<file path="src/core/tef_map.vh">
/*
 Register map, field positions and codes of the timer event flag block.
 Assumes inclusion by the design files of this block only.
*/
`ifndef TEF_MAP_VH
`define TEF_MAP_VH

// ----------------------------------------
// Register offsets (byte addresses)
// ----------------------------------------
`define TEF_OFS_EN 12'h00c
`define TEF_OFS_STS 12'h010
`define TEF_OFS_GEN 12'h014

// ----------------------------------------
// Enable register fields
// ----------------------------------------
`define TEF_EN_UIE 0
`define TEF_EN_CIE_LO 1
`define TEF_EN_TIE 6
`define TEF_EN_UDE 8
`define TEF_EN_CDE_LO 9
`define TEF_EN_TDE 14
`define TEF_EN_MASK 16'h5f5f
`define TEF_EN_RST 16'h0000

// ----------------------------------------
// Status register fields
// ----------------------------------------
`define TEF_ST_UIF 0
`define TEF_ST_CIF_LO 1
`define TEF_ST_TIF 6
`define TEF_ST_OCF_LO 9
`define TEF_ST_RST 16'h0000

// ----------------------------------------
// Event generation fields
// ----------------------------------------
`define TEF_GEN_UG 0
`define TEF_GEN_CG_LO 1
`define TEF_GEN_TG 6

// ----------------------------------------
// Slave mode and alignment codes
// ----------------------------------------
`define TEF_SM_RESET 3'h4
`define TEF_SM_GATED 3'h5
`define TEF_CA_EDGE 2'h0
`define TEF_CA_DOWN 2'h1
`define TEF_CA_UP 2'h2

`endif

</file>
<file path="src/core/tef_chan.v">
/*
 One capture/compare channel: event flag and overcapture flag.
 Assumes strobes are one-cycle pulses synchronous to sys_clk_i.
*/
`timescale 1ns/1ps
`include "tef_map.vh"

module tef_chan (
  // Clock and reset
  input wire sys_clk_i,
  input wire rstn_i,
  // Channel mode and counter events
  input wire input_mode_i,
  input wire match_i,
  input wire cmp_above_arr_i,
  input wire overflow_i,
  input wire underflow_i,
  input wire count_down_i,
  input wire [1:0] center_align_select_i,
  input wire capture_i,
  input wire sw_gen_i,
  input wire cap_read_i,
  // Software status write
  input wire sts_wr_i,
  input wire flag_wbit_i,
  input wire over_wbit_i,
  // Flags and event pulse
  output reg event_flag_o,
  output reg over_flag_o,
  output wire event_o
);

  reg match_ok;
  reg wrap_ok;
  wire out_evt;
  wire cap_evt;

  // ----------------------------------------
  // Compare qualification
  // ----------------------------------------
  // Center modes 1 and 2 only flag matches in the chosen counting direction
  always @* begin
    case (center_align_select_i)
      `TEF_CA_EDGE: match_ok = 1'b1;
      `TEF_CA_DOWN: match_ok = count_down_i;
      `TEF_CA_UP: match_ok = ~count_down_i;
      default: match_ok = 1'b1;
    endcase
    // wrap with large compare
    // Only edge-aligned down counting wraps through underflow
    if (center_align_select_i == `TEF_CA_EDGE && count_down_i) begin
      wrap_ok = underflow_i;
    end else begin
      wrap_ok = overflow_i;
    end
  end

  assign out_evt = ~input_mode_i & ((match_i & match_ok) | (cmp_above_arr_i & wrap_ok) | sw_gen_i);
  assign cap_evt = input_mode_i & (capture_i | sw_gen_i);
  assign event_o = out_evt | cap_evt;

  // ----------------------------------------
  // Flags: a set always beats a clear
  // ----------------------------------------
  always @(posedge sys_clk_i or negedge rstn_i) begin
    if (!rstn_i) begin
      event_flag_o <= 1'b0;
      over_flag_o <= 1'b0;
    end else begin
      if (event_o) begin
        event_flag_o <= 1'b1;
      end else if ((sts_wr_i & ~flag_wbit_i) | (cap_read_i & input_mode_i)) begin
        event_flag_o <= 1'b0;
      end
      if (cap_evt & event_flag_o) begin
        over_flag_o <= 1'b1;
      end else if (sts_wr_i & ~over_wbit_i) begin
        over_flag_o <= 1'b0;
      end
    end
  end

endmodule // tef_chan

</file>
<file path="src/core/tef_top.v">
/*
 Timer event flags with interrupt and DMA request gating, APB slave.
 Assumes counter, slave controller and channel datapaths outside;
 their event strobes are one-cycle pulses on sys_clk_i.
*/
//
// Function
// - Trigger DMA request only when trigger DMA enable bit 14 is one.
// - Channels 1-4 have DMA enables at bits 9-12 gating their requests.
// - Update DMA request only when update DMA enable bit 8 is one.
// - Interrupt enables: trigger bit 6, channels bits 1-4, update bit 0.
// - Overcapture flag set on input capture while capture flag still set.
// - Flags set by hardware; writing zero clears a flag.
// - Trigger flag set on active trigger edge outside gated mode.
// - Output channel flag set on counter match, honouring center alignment.
// - Compare above reload flags on overflow, or underflow when edge-aligned counting down.
// - Update flag set on overflow or underflow when updates not disabled.
// - Software update request sets update flag when source and disable zero.
// - Slave reinit trigger sets update flag under the same condition.
// - Flags stay set until cleared; only capture read clears in hardware.
// - Gated mode counts only while trigger input high, stops without reset.
// - Software trigger request sets trigger flag, self clears.
`timescale 1ns/1ps
`include "tef_map.vh"

module tef_top (
  // Clock and reset
  input wire sys_clk_i,
  input wire rstn_i,
  // APB slave
  input wire psel_i,
  input wire penable_i,
  input wire pwrite_i,
  input wire [11:0] paddr_i,
  input wire [31:0] pwdata_i,
  output reg [31:0] prdata_o,
  output reg pready_o,
  output reg pslverr_o,
  // Counter configuration
  input wire update_event_disable_i,
  input wire update_request_source_sel_i,
  input wire [1:0] center_align_select_i,
  input wire count_down_i,
  input wire [2:0] slave_mode_select_i,
  // Counter and trigger events
  input wire cnt_overflow_i,
  input wire cnt_underflow_i,
  input wire slave_trigger_input_i,
  // Channel events
  input wire [3:0] chan_input_mode_i,
  input wire [3:0] chan_match_i,
  input wire [3:0] chan_cmp_above_arr_i,
  input wire [3:0] chan_capture_i,
  input wire [3:0] chan_capture_read_i,
  // Requests out
  output reg irq_o,
  output reg update_dma_req_o,
  output reg [3:0] chan_dma_req_o,
  output reg trigger_dma_req_o,
  // Counter control out
  output reg count_gate_o,
  output reg counter_reinit_o,
  output reg [3:0] chan_sw_capture_o
);

  // ----------------------------------------
  // Declarations
  // ----------------------------------------
  reg [15:0] en_r;
  reg update_flag_r;
  reg trig_flag_r;
  reg trig_prev_r;
  reg [31:0] rdata_nxt;
  reg rdec_ok;
  reg [15:0] sts_rd;
  wire acc;
  wire wr_do;
  wire en_wr;
  wire sts_wr;
  wire gen_wr;
  wire [3:0] chan_flag;
  wire [3:0] chan_over;
  wire [3:0] chan_evt;
  wire [3:0] chan_gen;
  wire [3:0] chan_ie;
  wire [3:0] chan_de;
  wire trig_rise;
  wire trig_fall;
  wire gated;
  wire trig_hw;
  wire sw_trig;
  wire sw_upd;
  wire trig_evt;
  wire slave_reinit;
  wire upd_src_ok;
  wire upd_evt;
  wire irq_nxt;

  // ----------------------------------------
  // Timing overview
  // ----------------------------------------
  // APB: setup cycle, one wait cycle, then pready_o for one cycle.
  // Read data is captured in the wait cycle, so prdata_o already
  // stands when pready_o rises; a write lands at the pready_o edge.
  // Events: a strobe seen at one edge sets its flag there; the DMA
  // pulse starts at that same edge and the interrupt level one cycle later.
  // The trigger input is taken as synchronous; an asynchronous source
  // needs a synchroniser outside, or false edges will set the flag.
  // A set beats a same-cycle clear, so an event racing a software
  // clear is never lost; software sees it on its next read.

  // ----------------------------------------
  // APB access decode
  // ----------------------------------------
  // Access phase, first cycle waits, second completes
  assign acc = psel_i & penable_i;
  // Writes land only at the completing edge
  assign wr_do = acc & pready_o & pwrite_i;
  assign en_wr = wr_do & (paddr_i == `TEF_OFS_EN);
  assign sts_wr = wr_do & (paddr_i == `TEF_OFS_STS);
  assign gen_wr = wr_do & (paddr_i == `TEF_OFS_GEN);

  // Status word, reserved bits read zero
  always @* begin
    sts_rd = 16'h0000;
    sts_rd[`TEF_ST_UIF] = update_flag_r;
    sts_rd[`TEF_ST_CIF_LO +: 4] = chan_flag;
    sts_rd[`TEF_ST_TIF] = trig_flag_r;
    sts_rd[`TEF_ST_OCF_LO +: 4] = chan_over;
  end

  // Read mux; generation register reads zero
  always @* begin
    rdata_nxt = 32'h0000_0000;
    rdec_ok = 1'b1;
    case (paddr_i)
      `TEF_OFS_EN: rdata_nxt = {16'h0000, en_r};
      `TEF_OFS_STS: rdata_nxt = {16'h0000, sts_rd};
      `TEF_OFS_GEN: rdata_nxt = 32'h0000_0000;
      default: rdec_ok = 1'b0;
    endcase
  end

  // ----------------------------------------
  // APB response registers
  // ----------------------------------------
  // One wait state keeps the read mux off the pready path
  always @(posedge sys_clk_i or negedge rstn_i) begin
    if (!rstn_i) begin
      pready_o <= 1'b0;
      pslverr_o <= 1'b0;
      prdata_o <= 32'h0000_0000;
    end else begin
      pready_o <= acc & ~pready_o;
      pslverr_o <= acc & ~pready_o & ~rdec_ok;
      if (acc & ~pready_o & ~pwrite_i) begin
        prdata_o <= rdata_nxt;
      end
    end
  end

  // ----------------------------------------
  // Enable register
  // ----------------------------------------
  // reserved bits held at zero
  always @(posedge sys_clk_i or negedge rstn_i) begin
    if (!rstn_i) begin
      en_r <= `TEF_EN_RST;
    end else if (en_wr) begin
      en_r <= pwdata_i[15:0] & `TEF_EN_MASK;
    end
  end

  assign chan_ie = en_r[`TEF_EN_CIE_LO +: 4];
  assign chan_de = en_r[`TEF_EN_CDE_LO +: 4];

  // ----------------------------------------
  // Software event generation
  // ----------------------------------------
  // self clearing request bits
  assign sw_trig = gen_wr & pwdata_i[`TEF_GEN_TG];
  assign sw_upd = gen_wr & pwdata_i[`TEF_GEN_UG];
  assign chan_gen = {4{gen_wr}} & pwdata_i[`TEF_GEN_CG_LO +: 4];

  // ----------------------------------------
  // Trigger input edges
  // ----------------------------------------
  always @(posedge sys_clk_i or negedge rstn_i) begin
    if (!rstn_i) begin
      trig_prev_r <= 1'b0;
    end else begin
      trig_prev_r <= slave_trigger_input_i;
    end
  end

  assign trig_rise = slave_trigger_input_i & ~trig_prev_r;
  assign trig_fall = ~slave_trigger_input_i & trig_prev_r;
  assign gated = (slave_mode_select_i == `TEF_SM_GATED);
  assign trig_hw = gated ? (trig_rise | trig_fall) : trig_rise;
  assign trig_evt = trig_hw | sw_trig;
  // Reset mode reinitialises the counter on the rising edge
  assign slave_reinit = (slave_mode_select_i == `TEF_SM_RESET) & trig_rise;

  // ----------------------------------------
  // Update event qualification
  // ----------------------------------------
  assign upd_src_ok = ~update_request_source_sel_i & ~update_event_disable_i;
  assign upd_evt = (~update_event_disable_i & (cnt_overflow_i | cnt_underflow_i))
                 | (upd_src_ok & sw_upd)
                 | (upd_src_ok & slave_reinit);

  // ----------------------------------------
  // Update and trigger flags
  // ----------------------------------------
  // set wins, write zero clears
  always @(posedge sys_clk_i or negedge rstn_i) begin
    if (!rstn_i) begin
      update_flag_r <= 1'b0;
      trig_flag_r <= 1'b0;
    end else begin
      if (upd_evt) begin
        update_flag_r <= 1'b1;
      end else if (sts_wr & ~pwdata_i[`TEF_ST_UIF]) begin
        update_flag_r <= 1'b0;
      end
      if (trig_evt) begin
        trig_flag_r <= 1'b1;
      end else if (sts_wr & ~pwdata_i[`TEF_ST_TIF]) begin
        trig_flag_r <= 1'b0;
      end
    end
  end

  // ----------------------------------------
  // Capture/compare channels
  // ----------------------------------------
  genvar gi;
  generate
    for (gi = 0; gi < 4; gi = gi + 1) begin : g_chan
      tef_chan u_chan (
        .sys_clk_i(sys_clk_i),
        .rstn_i(rstn_i),
        .input_mode_i(chan_input_mode_i[gi]),
        .match_i(chan_match_i[gi]),
        .cmp_above_arr_i(chan_cmp_above_arr_i[gi]),
        .overflow_i(cnt_overflow_i),
        .underflow_i(cnt_underflow_i),
        .count_down_i(count_down_i),
        .center_align_select_i(center_align_select_i),
        .capture_i(chan_capture_i[gi]),
        .sw_gen_i(chan_gen[gi]),
        .cap_read_i(chan_capture_read_i[gi]),
        .sts_wr_i(sts_wr),
        .flag_wbit_i(pwdata_i[`TEF_ST_CIF_LO + gi]),
        .over_wbit_i(pwdata_i[`TEF_ST_OCF_LO + gi]),
        .event_flag_o(chan_flag[gi]),
        .over_flag_o(chan_over[gi]),
        .event_o(chan_evt[gi])
      );
    end
  endgenerate

  // ----------------------------------------
  // Interrupt level
  // ----------------------------------------
  // per source gating
  assign irq_nxt = (update_flag_r & en_r[`TEF_EN_UIE])
                 | (|(chan_flag & chan_ie))
                 | (trig_flag_r & en_r[`TEF_EN_TIE]);

  // ----------------------------------------
  // Request outputs
  // ----------------------------------------
  // interrupt level register
  always @(posedge sys_clk_i or negedge rstn_i) begin
    if (!rstn_i) begin
      irq_o <= 1'b0;
    end else begin
      irq_o <= irq_nxt;
    end
  end

  // Registered, so each DMA pulse lags its event by one cycle
  // update DMA gate
  always @(posedge sys_clk_i or negedge rstn_i) begin
    if (!rstn_i) begin
      update_dma_req_o <= 1'b0;
    end else begin
      update_dma_req_o <= upd_evt & en_r[`TEF_EN_UDE];
    end
  end

  // Each event pulses again even while its flag is still set
  // channel DMA gates
  always @(posedge sys_clk_i or negedge rstn_i) begin
    if (!rstn_i) begin
      chan_dma_req_o <= 4'h0;
    end else begin
      chan_dma_req_o <= chan_evt & chan_de;
    end
  end

  always @(posedge sys_clk_i or negedge rstn_i) begin
    if (!rstn_i) begin
      trigger_dma_req_o <= 1'b0;
    end else begin
      trigger_dma_req_o <= trig_evt & en_r[`TEF_EN_TDE];
    end
  end

  // ----------------------------------------
  // Counter control
  // ----------------------------------------
  // Gate follows the trigger level; counter value is untouched here
  // gated counting
  always @(posedge sys_clk_i or negedge rstn_i) begin
    if (!rstn_i) begin
      count_gate_o <= 1'b1;
    end else begin
      count_gate_o <= gated ? slave_trigger_input_i : 1'b1;
    end
  end

  // Reinit pulse for a software update or a reset-mode trigger
  always @(posedge sys_clk_i or negedge rstn_i) begin
    if (!rstn_i) begin
      counter_reinit_o <= 1'b0;
    end else begin
      counter_reinit_o <= sw_upd | slave_reinit;
    end
  end

  // Software capture only reaches channels in input mode
  always @(posedge sys_clk_i or negedge rstn_i) begin
    if (!rstn_i) begin
      chan_sw_capture_o <= 4'h0;
    end else begin
      chan_sw_capture_o <= chan_gen & chan_input_mode_i;
    end
  end

endmodule // tef_top

</file>
<file path="config.mk">
export PLATFORM = sky130hd
export DESIGN_NAME = tef_top
export DESIGN_NICKNAME = d
export VERILOG_FILES = /design/src/core/tef_chan.v /design/src/core/tef_top.v
export VERILOG_INCLUDE_DIRS = /design/src /design/src/core
export SDC_FILE = /design/constraint.sdc
export NUM_CORES = 1
export LEC_CHECK = 0
export ABC_AREA = 1
export BUFFER_PORTS_ARGS = -buffer_cell sky130_fd_sc_hd__buf_4
export CORE_MARGIN = 2
export CORE_UTILIZATION = 33
export CTS_BUF_LIST = sky130_fd_sc_hd__clkbuf_4 sky130_fd_sc_hd__clkbuf_8
export CTS_CLUSTER_SIZE = 16
export DETAILED_ROUTE_END_ITERATION = 10
export GPL_TIMING_DRIVEN = 0
export PLACE_DENSITY_LB_ADDON = 0.15
export SLEW_MARGIN = 20
export SYNTH_ARGS = -nofsm -noshare
export SYNTH_HDL_FRONTEND = slang
export SYNTH_SLANG_ARGS = --single-unit
</file>
<file path="constraint.sdc">
create_clock -name sys_clk_i -period 1.9 [get_ports sys_clk_i]
set_clock_uncertainty 0.2 [all_clocks]
set_input_delay 0.095 -clock sys_clk_i [delete_from_list [all_inputs] [get_ports sys_clk_i]]
set_output_delay 0.095 -clock sys_clk_i [all_outputs]
set_load 0.01 [all_outputs]
</file>
==> parameters.txt, run 1 <==
Parameter                              Value

Critical path
  Data required time of the worst path    1.88 ns
  Crit path capture type    register
  Slowest stage delay, CP    0.54 ns
  Category of the most critical setup path    input port to register
  Nature of the critical path startpoint    input port
  Maximum fanout along the worst path    3
  Cells traversed along the worst timing path    dlygate4sd3_1 -> buf_4 -> ha_2 -> nand3_1 -> dlygate4sd3_1 -> nand2_1 -> nand2_2 -> nand3_1
  Setup slack of the worst register-to-register path    0.16 ns
  Highest-delay cell along the critical path    sky130_fd_sc_hd__dlygate4sd3_1
  Arrival time worst endpoint    1.76 ns
  FF-to-FF path depth    7

Logic synthesis
  Most area-consuming cells after synthesis    sky130_fd_sc_hd__dfrtp_1, sky130_fd_sc_hd__nand2_1, sky130_fd_sc_hd__buf_4
  Most used standard cell by instance count after synthesis    sky130_fd_sc_hd__nand2_1
  Total of flip-flops plus latches after synthesis    50
  Fraction of registers with async set/reset    100%
  Primary FF master, synth    sky130_fd_sc_hd__dfrtp_1
  Compound-cell area share of the yosys netlist    6.89%
  Synth Instances    344
  Most used standard cells in the synthesized netlist    sky130_fd_sc_hd__nand2_1, sky130_fd_sc_hd__dfrtp_1, sky130_fd_sc_hd__inv_1, sky130_fd_sc_hd__nor2_1, sky130_fd_sc_hd__buf_4
  Dominant combinational cell family by area after synthesis    simple AND/OR/NAND/NOR gates
  Share of synthesized cell area in full adder, half adder and majority cells    1.89%
  Avg Inst Size Synth    7.71 sq um
  Number of warnings printed during yosys synthesis    0
  Syn Std Cell Area    2650 sq um
  Count of different cell masters after synthesis    31
  Area share of the largest cell type after synthesis    around 46%
  Number of enable flip-flop cells after synthesis    0
  Sequential area share after synthesis    47.2%
  Area share of and/or/nand/nor cells after synthesis    roughly a third
  Post-synthesis cell type with the largest combined area    sky130_fd_sc_hd__dfrtp_1
  Multiplexer area fraction after synthesis    0%
  XOR/XNOR Fraction of Synth Area    0%

CTS
  Clock sink count    50
  CTS tree    yes
  Clock Root Buffer    sky130_fd_sc_hd__clkbuf_8
  Max Root-Sink Buffers    2
  H-tree level count    2
  Clock latency at the later pin of the worst-skew pair    0.30 ns
  Number of CTS-inserted buffers    5
  Clock transition at the registers of the reported paths    approximately 0.10 ns

Layout
  Post-synthesis to final-layout area growth    51.7%
  Multi-input gate area in the final layout    roughly 1200 sq um
  Fraction of layout cells with a size suffix above 1    about 28%
  Footprint of the flip-flops and latches    1250 sq um
  Number of fill cells    between 700 and 800
  Number of diodes added for antenna fixing    0
  Final #Nets    580

Floorplan
  Die width    between 90 and 100 um
  Initial core utilization    34.1%
  Core ar.    7770 sq um
  I/O pin cnt    127
  Die outline height    around 94 um
  Total die area    8770 sq um
  Number of standard-cell rows in the floorplan    32

Route
  Final wirelength    between 6 and 7 mm
  DRC    0
  DRT Pass-1 Iters    4
  Drt first-iter violations    111
  Average wire per standard cell    ~11 um
  Number of vias per cell    4.26
  Antenna-violating nets left    0
  Total vias in the final route    2,551

Global route
  Wire length of the first global-routing pass    11.3 mm
  Number of antenna violations at the first check in global routing    0
  Number of global-route vias before repair    2,496
  GRT overflow    0
  Maximum number of pins on one net before global-route repair    between 50 and 60
  All-Layer GR Usage    between 15 and 20%

Timing
  Actual slew at the worst max-slew pin    around 0.64 ns
  Final Cycle Share    93.5%
  Maximum achievable frequency    563 MHz
  Shortest clock period the worst path allows after layout    ~1.8 ns
  Setup TNS    0 ns
  Setup repair after global routing missed its margin    no
  Worst rel slew slack    57.5%
  Max Slew Vio Count    0
  Final count of hold timing violations    0
  Setup-violating endpoint count in the final report    0

Pwr
  Fraction of power consumed by combinational cells    16.2%
  Leakage power summed over all cells    2.20 nW
  Fraction of power spent switching nets    24.3%
  Clock network fraction of design power    35.4%
  Reg power frac    48.3%
  Design Power    2.28 mW
  Worst IR Drop VDD    0.354 mV
  Design internal power    1.72 mW
  Power density relative to cell area    566 nW/um^2
  Sw Pwr    554 uW

Place
  HPWL after detailed placement    a little over 5 mm
  Routability cong.    slightly below 0.8
  # port buffers    86

Hold path
  Worst min-delay path class    input port to register
  Number of stages on the worst hold path    7

Run
  MaxCap Viol Count    0

Outcome
  Status    completed
## power groups by stage
stage / registers [mW] / logic, mW / clock network, mW
finish: 1.10 / 0.370 / 0.806
global route: 1.10 / 0.412 / 0.853
CTS: 1.10 / 0.370 / 0.821
detailed placement: 1.12 / 0.305 / 0
global placement: 1.12 / 0.302 / 0
floorplan: 1.12 / 0.133 / 0
## cell usage in the layout (no fill, tap or decap), types with 2 or more instances in the layout
cell type | synthesis | layout
sky130_fd_sc_hd__buf_2 | 2 | 2
sky130_fd_sc_hd__o21ai_1 | 4 | 4
sky130_fd_sc_hd__nor2_4 | 3 | 3
sky130_fd_sc_hd__inv_2 | 2 | 2
sky130_fd_sc_hd__conb_1 | 1 | 20
sky130_fd_sc_hd__nor3_1 | 3 | 3
sky130_fd_sc_hd__nand2_1 | 135 | 134
sky130_fd_sc_hd__buf_4 | 22 | 108
sky130_fd_sc_hd__dfrtp_1 | 49 | 49
sky130_fd_sc_hd__nor2_1 | 29 | 29
sky130_fd_sc_hd__inv_1 | 32 | 32
sky130_fd_sc_hd__nor2_2 | 3 | 3
sky130_fd_sc_hd__o211ai_1 | 2 | 2
sky130_fd_sc_hd__o21ai_0 | 18 | 18
sky130_fd_sc_hd__ha_1 | 4 | 3
sky130_fd_sc_hd__nand3_1 | 15 | 15
sky130_fd_sc_hd__o21ai_2 | 3 | 3
sky130_fd_sc_hd__nand2_2 | 2 | 3
sky130_fd_sc_hd__dlygate4sd3_1 | 0 | 40
sky130_fd_sc_hd__nand4_1 | 3 | 3
sky130_fd_sc_hd__clkbuf_8 | 0 | 6
## flip-flops by register name (all words and copies together), names as in the netlist, 4 cells and up
register	count
chan_sw_capture_o	4
chan_dma_req_o	4
prdata_o	12
g_chan.u_chan.over_flag_o	4
g_chan.u_chan.event_flag_o	4
en_r	12
## final cells by class
cell class	instances	area share, %
clock inverters	2	0.964
well taps	102	3.17
clock buffers	6	2.05
plain buffers	25	4.63
inverters	34	3.17
repair buffers	126	26.0
flip-flops and latches	50	31.1
multi-input cells	254	28.9
## routing by layer
metal | vias to the layer above | GRT usage [%] | share of wire, % | routed length (um)
met5 | - | 0 | 0 | 0
met3 | 7 | 3.71 | 5.9 | 403
met2 | 78 | 28.0 | 48 | 3280
met1 | 1136 | 21.1 | 44 | 3010
li1 | 1330 | - | - | -
met4 | 0 | 4.47 | 1.2 | 82
## cell families (layout without fill, tap and decap cells)
kind of cell / Yosys count / after routing
AO/OA/AOI/OAI: 31 / 31
buffers and inverters: 59 / 193
other: 1 / 20
adder cells (fa/ha/maj): 4 / 4
flip-flops: 50 / 50
AND/OR/NAND/NOR: 199 / 199
## repair_timing
item                                   CTS  global route
setup endpoints to repair                0             1
hold buffers                            40             0
endpoints found under the hold margin   85             0
resized for setup                        0             2
buffers inserted                         0             0
## worst max-delay path, delay by kind of cell
family,cells,cell delay [ns]
buf+inv,3,1.22
fa+ha+maj,1,0.18
simple gates,4,0.27
## metrics by stage
| stage | setup slack (ns) | utilization (%) | area, sq um | std cells | hold slack, ns |
|---|---|---|---|---|---|
| 2_1_floorplan | 0.475 | - | 2720 | 363 | -0.401 |
| 3_3_place_gp | 0.265 | 45.0 | 3500 | 551 | -0.0283 |
| 3_5_place_dp | 0.250 | 45.0 | 3500 | 551 | -0.0334 |
| 4_1_cts | 0.0842 | 51.7 | 4020 | 599 | 0.0160 |
| 5_1_grt | 0.0331 | 51.8 | 4020 | 599 | 0.0552 |
| 6_report | 0.123 | 51.8 | 4020 | 599 | 0.0253 |
## worst paths after layout
path | startpoint | endpoint
setup / recovery | slave_trigger_input_i | update_flag_r
hold / removal | chan_match_i[0] | g_chan[0].u_chan.event_flag_o
setup reg to reg | trig_prev_r | update_dma_req_o
hold reg to reg | prdata_o[0] | prdata_o[0]
max in group asynchronous | rstn_i | prdata_o[10]
min in group asynchronous | rstn_i | trigger_dma_req_o
(Power assumes the default switching activity.)
==> run 2: changes to the inputs <==
Settings changed: CORE_UTILIZATION 33 to 48.
==> run 2 against run 1 <==
Non-clock buffer count is 1 lower. Combinational power about the same. Clock power decreased by 8.9%. Die area down 30%. Wire length decreased by 1.0%. Maximum frequency is 1.4% higher. Critical path type unchanged. Critical endpoint is now count_gate_o.
==> parameters.txt, run 2 (synthesis results as in run 1) <==
Parameter                              Value

Outcome
  Status    completed

Hold path
  Number of stages on the worst hold path    7
  Startpoint of the worst hold path    chan_match_i[3]
  Worst min-delay path class    input port to register
  WHS Endpoint    g_chan[3].u_chan.event_flag_o

Critical path
  Reg2reg end    update_flag_r
  Arrival time worst endpoint    about 1.8 ns
  Reg-to-reg startpoint    pready_o
  Nature of the critical path startpoint    input port
  Setup slack of the worst register-to-register path    0.23 ns
  Maximum fanout along the worst path    3
  Crit path capture type    register
  Data required time of the worst path    between 1.5 and 2 ns
  Category of the most critical setup path    input port to register
  FF-to-FF path depth    5

Route
  Highest signal layer in the routed design    met4
  Wire length on met3    398 um
  Wire length on met2    approximately 3.5 mm
  Number of vias per cell    4.54
  Average wire per standard cell    11.8 um
  Detailed-route wire length on metal 1    2.72 mm
  Drt first-iter violations    120
  DRC    0
  Antenna-violating nets left    0
  Total vias in the final route    2,579
  DRT Pass-1 Iters    4
  Final wirelength    6.71 mm

Timing
  Worst rel slew slack    between 50 and 60%
  Setup-violating endpoint count in the final report    0
  Actual slew at the worst max-slew pin    0.609 ns
  Final Cycle Share    92.2%
  Maximum achievable frequency    571 MHz
  Shortest clock period the worst path allows after layout    1.75 ns
  Final worst-path setup slack    0.148 ns
  Setup TNS    0 ns
  Max Slew Vio Count    0
  Final count of hold timing violations    0
  Setup repair after global routing missed its margin    no
  Worst hold margin    0.0137 ns

Global route
  Number of antenna violations at the first check in global routing    0
  Maximum number of pins on one net before global-route repair    51
  GRT overflow    0
  All-Layer GR Usage    23.3%
  Wire length of the first global-routing pass    11.2 mm
  Number of global-route vias before repair    2,488

Floorplan
  Die width    78.3 um
  Die outline height    78.3 um
  Number of standard-cell rows in the floorplan    27
  Total die area    6130 sq um
  I/O pin cnt    127
  Core ar.    5410 sq um
  Initial core utilization    49.1%

Place
  Pre-CTS setup slack    0.268 ns
  # port buffers    between 80 and 90
  HPWL after detailed placement    4.88 mm
  Routability cong.    0.877

Run
  MaxCap Viol Count    0

Layout
  Most common cell after layout, fill and taps aside    sky130_fd_sc_hd__nand2_1
  Final #Nets    579
  Number of diodes added for antenna fixing    0
  Post-synthesis to final-layout area growth    49.3%
  Leading cell types in the layout, fill and taps excluded    sky130_fd_sc_hd__nand2_1, sky130_fd_sc_hd__buf_4, sky130_fd_sc_hd__dfrtp_1
  Fraction of layout cells with a size suffix above 1    27.8%
  Leading registers by flop count    en_r: 12 flops, prdata_o: 12 flops

Pwr
  Leakage power summed over all cells    2.19 nW
  Power density relative to cell area    557 nW/um^2
  Worst IR Drop VDD    around 0.33 mV
  Design Power    2.21 mW

CTS
  Max Root-Sink Buffers    2
  Number of instances resized during post-cts repair    0
  CTS tree    yes
  H-tree level count    2
  Clock latency at the later pin of the worst-skew pair    0.30 ns
  Clock transition at the registers of the reported paths    0.09 ns
  Clock sink count    50
  Clock Root Buffer    sky130_fd_sc_hd__clkbuf_8
  Number of CTS-inserted buffers    5
## run 2: cell count changes in the layout (fill, tap and decap cells not counted), sizes merged
cell,before,now
clkinv,0,2
clkbuf,6,5
dlygate4sd3,40,39
inv,35,34
## run 2: area by class of cell
| type | count | area (sq um) |
|---|---|---|
| tap | 72 | 90.1 |
| inverter | 34 | 128 |
| multi-input combinational | 254 | 1160 |
| fill | 465 | 1450 |
| timing repair buffer | 125 | 1040 |
| sequential | 50 | 1250 |
| buffer | 25 | 186 |
| clock inverter | 3 | 40.0 |
| clock buffer | 5 | 68.8 |
## run 2: routing by layer
layer | vias to the layer above | track usage (%)
li1 | 1326 | -
met3 | 9 | 5.29
met4 | 0 | 5.96
met1 | 1164 | 28.5
met2 | 80 | 41.5
met5 | - | 0
## run 2: timing repair
| action | CTS | global route |
|---|---|---|
| setup buffers | 0 | 0 |
| hold buffers | 39 | 1 |
| endpoints found under the hold margin | 87 | 1 |
| endpoints found under the setup margin | 0 | 1 |
## run 2: where the power goes
part / total, mW / internal, mW / switching, mW
combinational: 0.369 / 0.205 / 0.164
clock: 0.734 / 0.388 / 0.346
sequential: 1.10 / 1.08 / 0.0191
total: 2.21 / 1.68 / 0.529
## run 2: per-stage QoR
stage / area (sq um) / std cells / utilization (%)
floorplan: 2720 / 363 / -
global placement: 3460 / 521 / 64.0
detailed placement: 3460 / 521 / 64.0
global route: 3960 / 568 / 73.2
finish: 3960 / 568 / 73.2
CTS: 3960 / 568 / 73.2
## run 2: worst max-delay path: stages
cell	delay, ns
sky130_fd_sc_hd__dlygate4sd3_1	0.54
sky130_fd_sc_hd__buf_4	0.13
sky130_fd_sc_hd__nand3b_1	0.17
sky130_fd_sc_hd__dlygate4sd3_1	0.56
sky130_fd_sc_hd__or2_2	0.28
## run 2: worst max path at each step
stage | startpoint | endpoint | cells past startpoint
floorplan | pready_o | g_chan[1].u_chan.event_flag_o | 5
global placement | pready_o | g_chan[0].u_chan.over_flag_o | 5
detailed placement | pready_o | g_chan[2].u_chan.over_flag_o | 5
CTS | slave_trigger_input_i | update_flag_r | 8
global route | paddr_i[5] | g_chan[0].u_chan.over_flag_o | 8
finish | slave_mode_select_i[1] | count_gate_o | 5
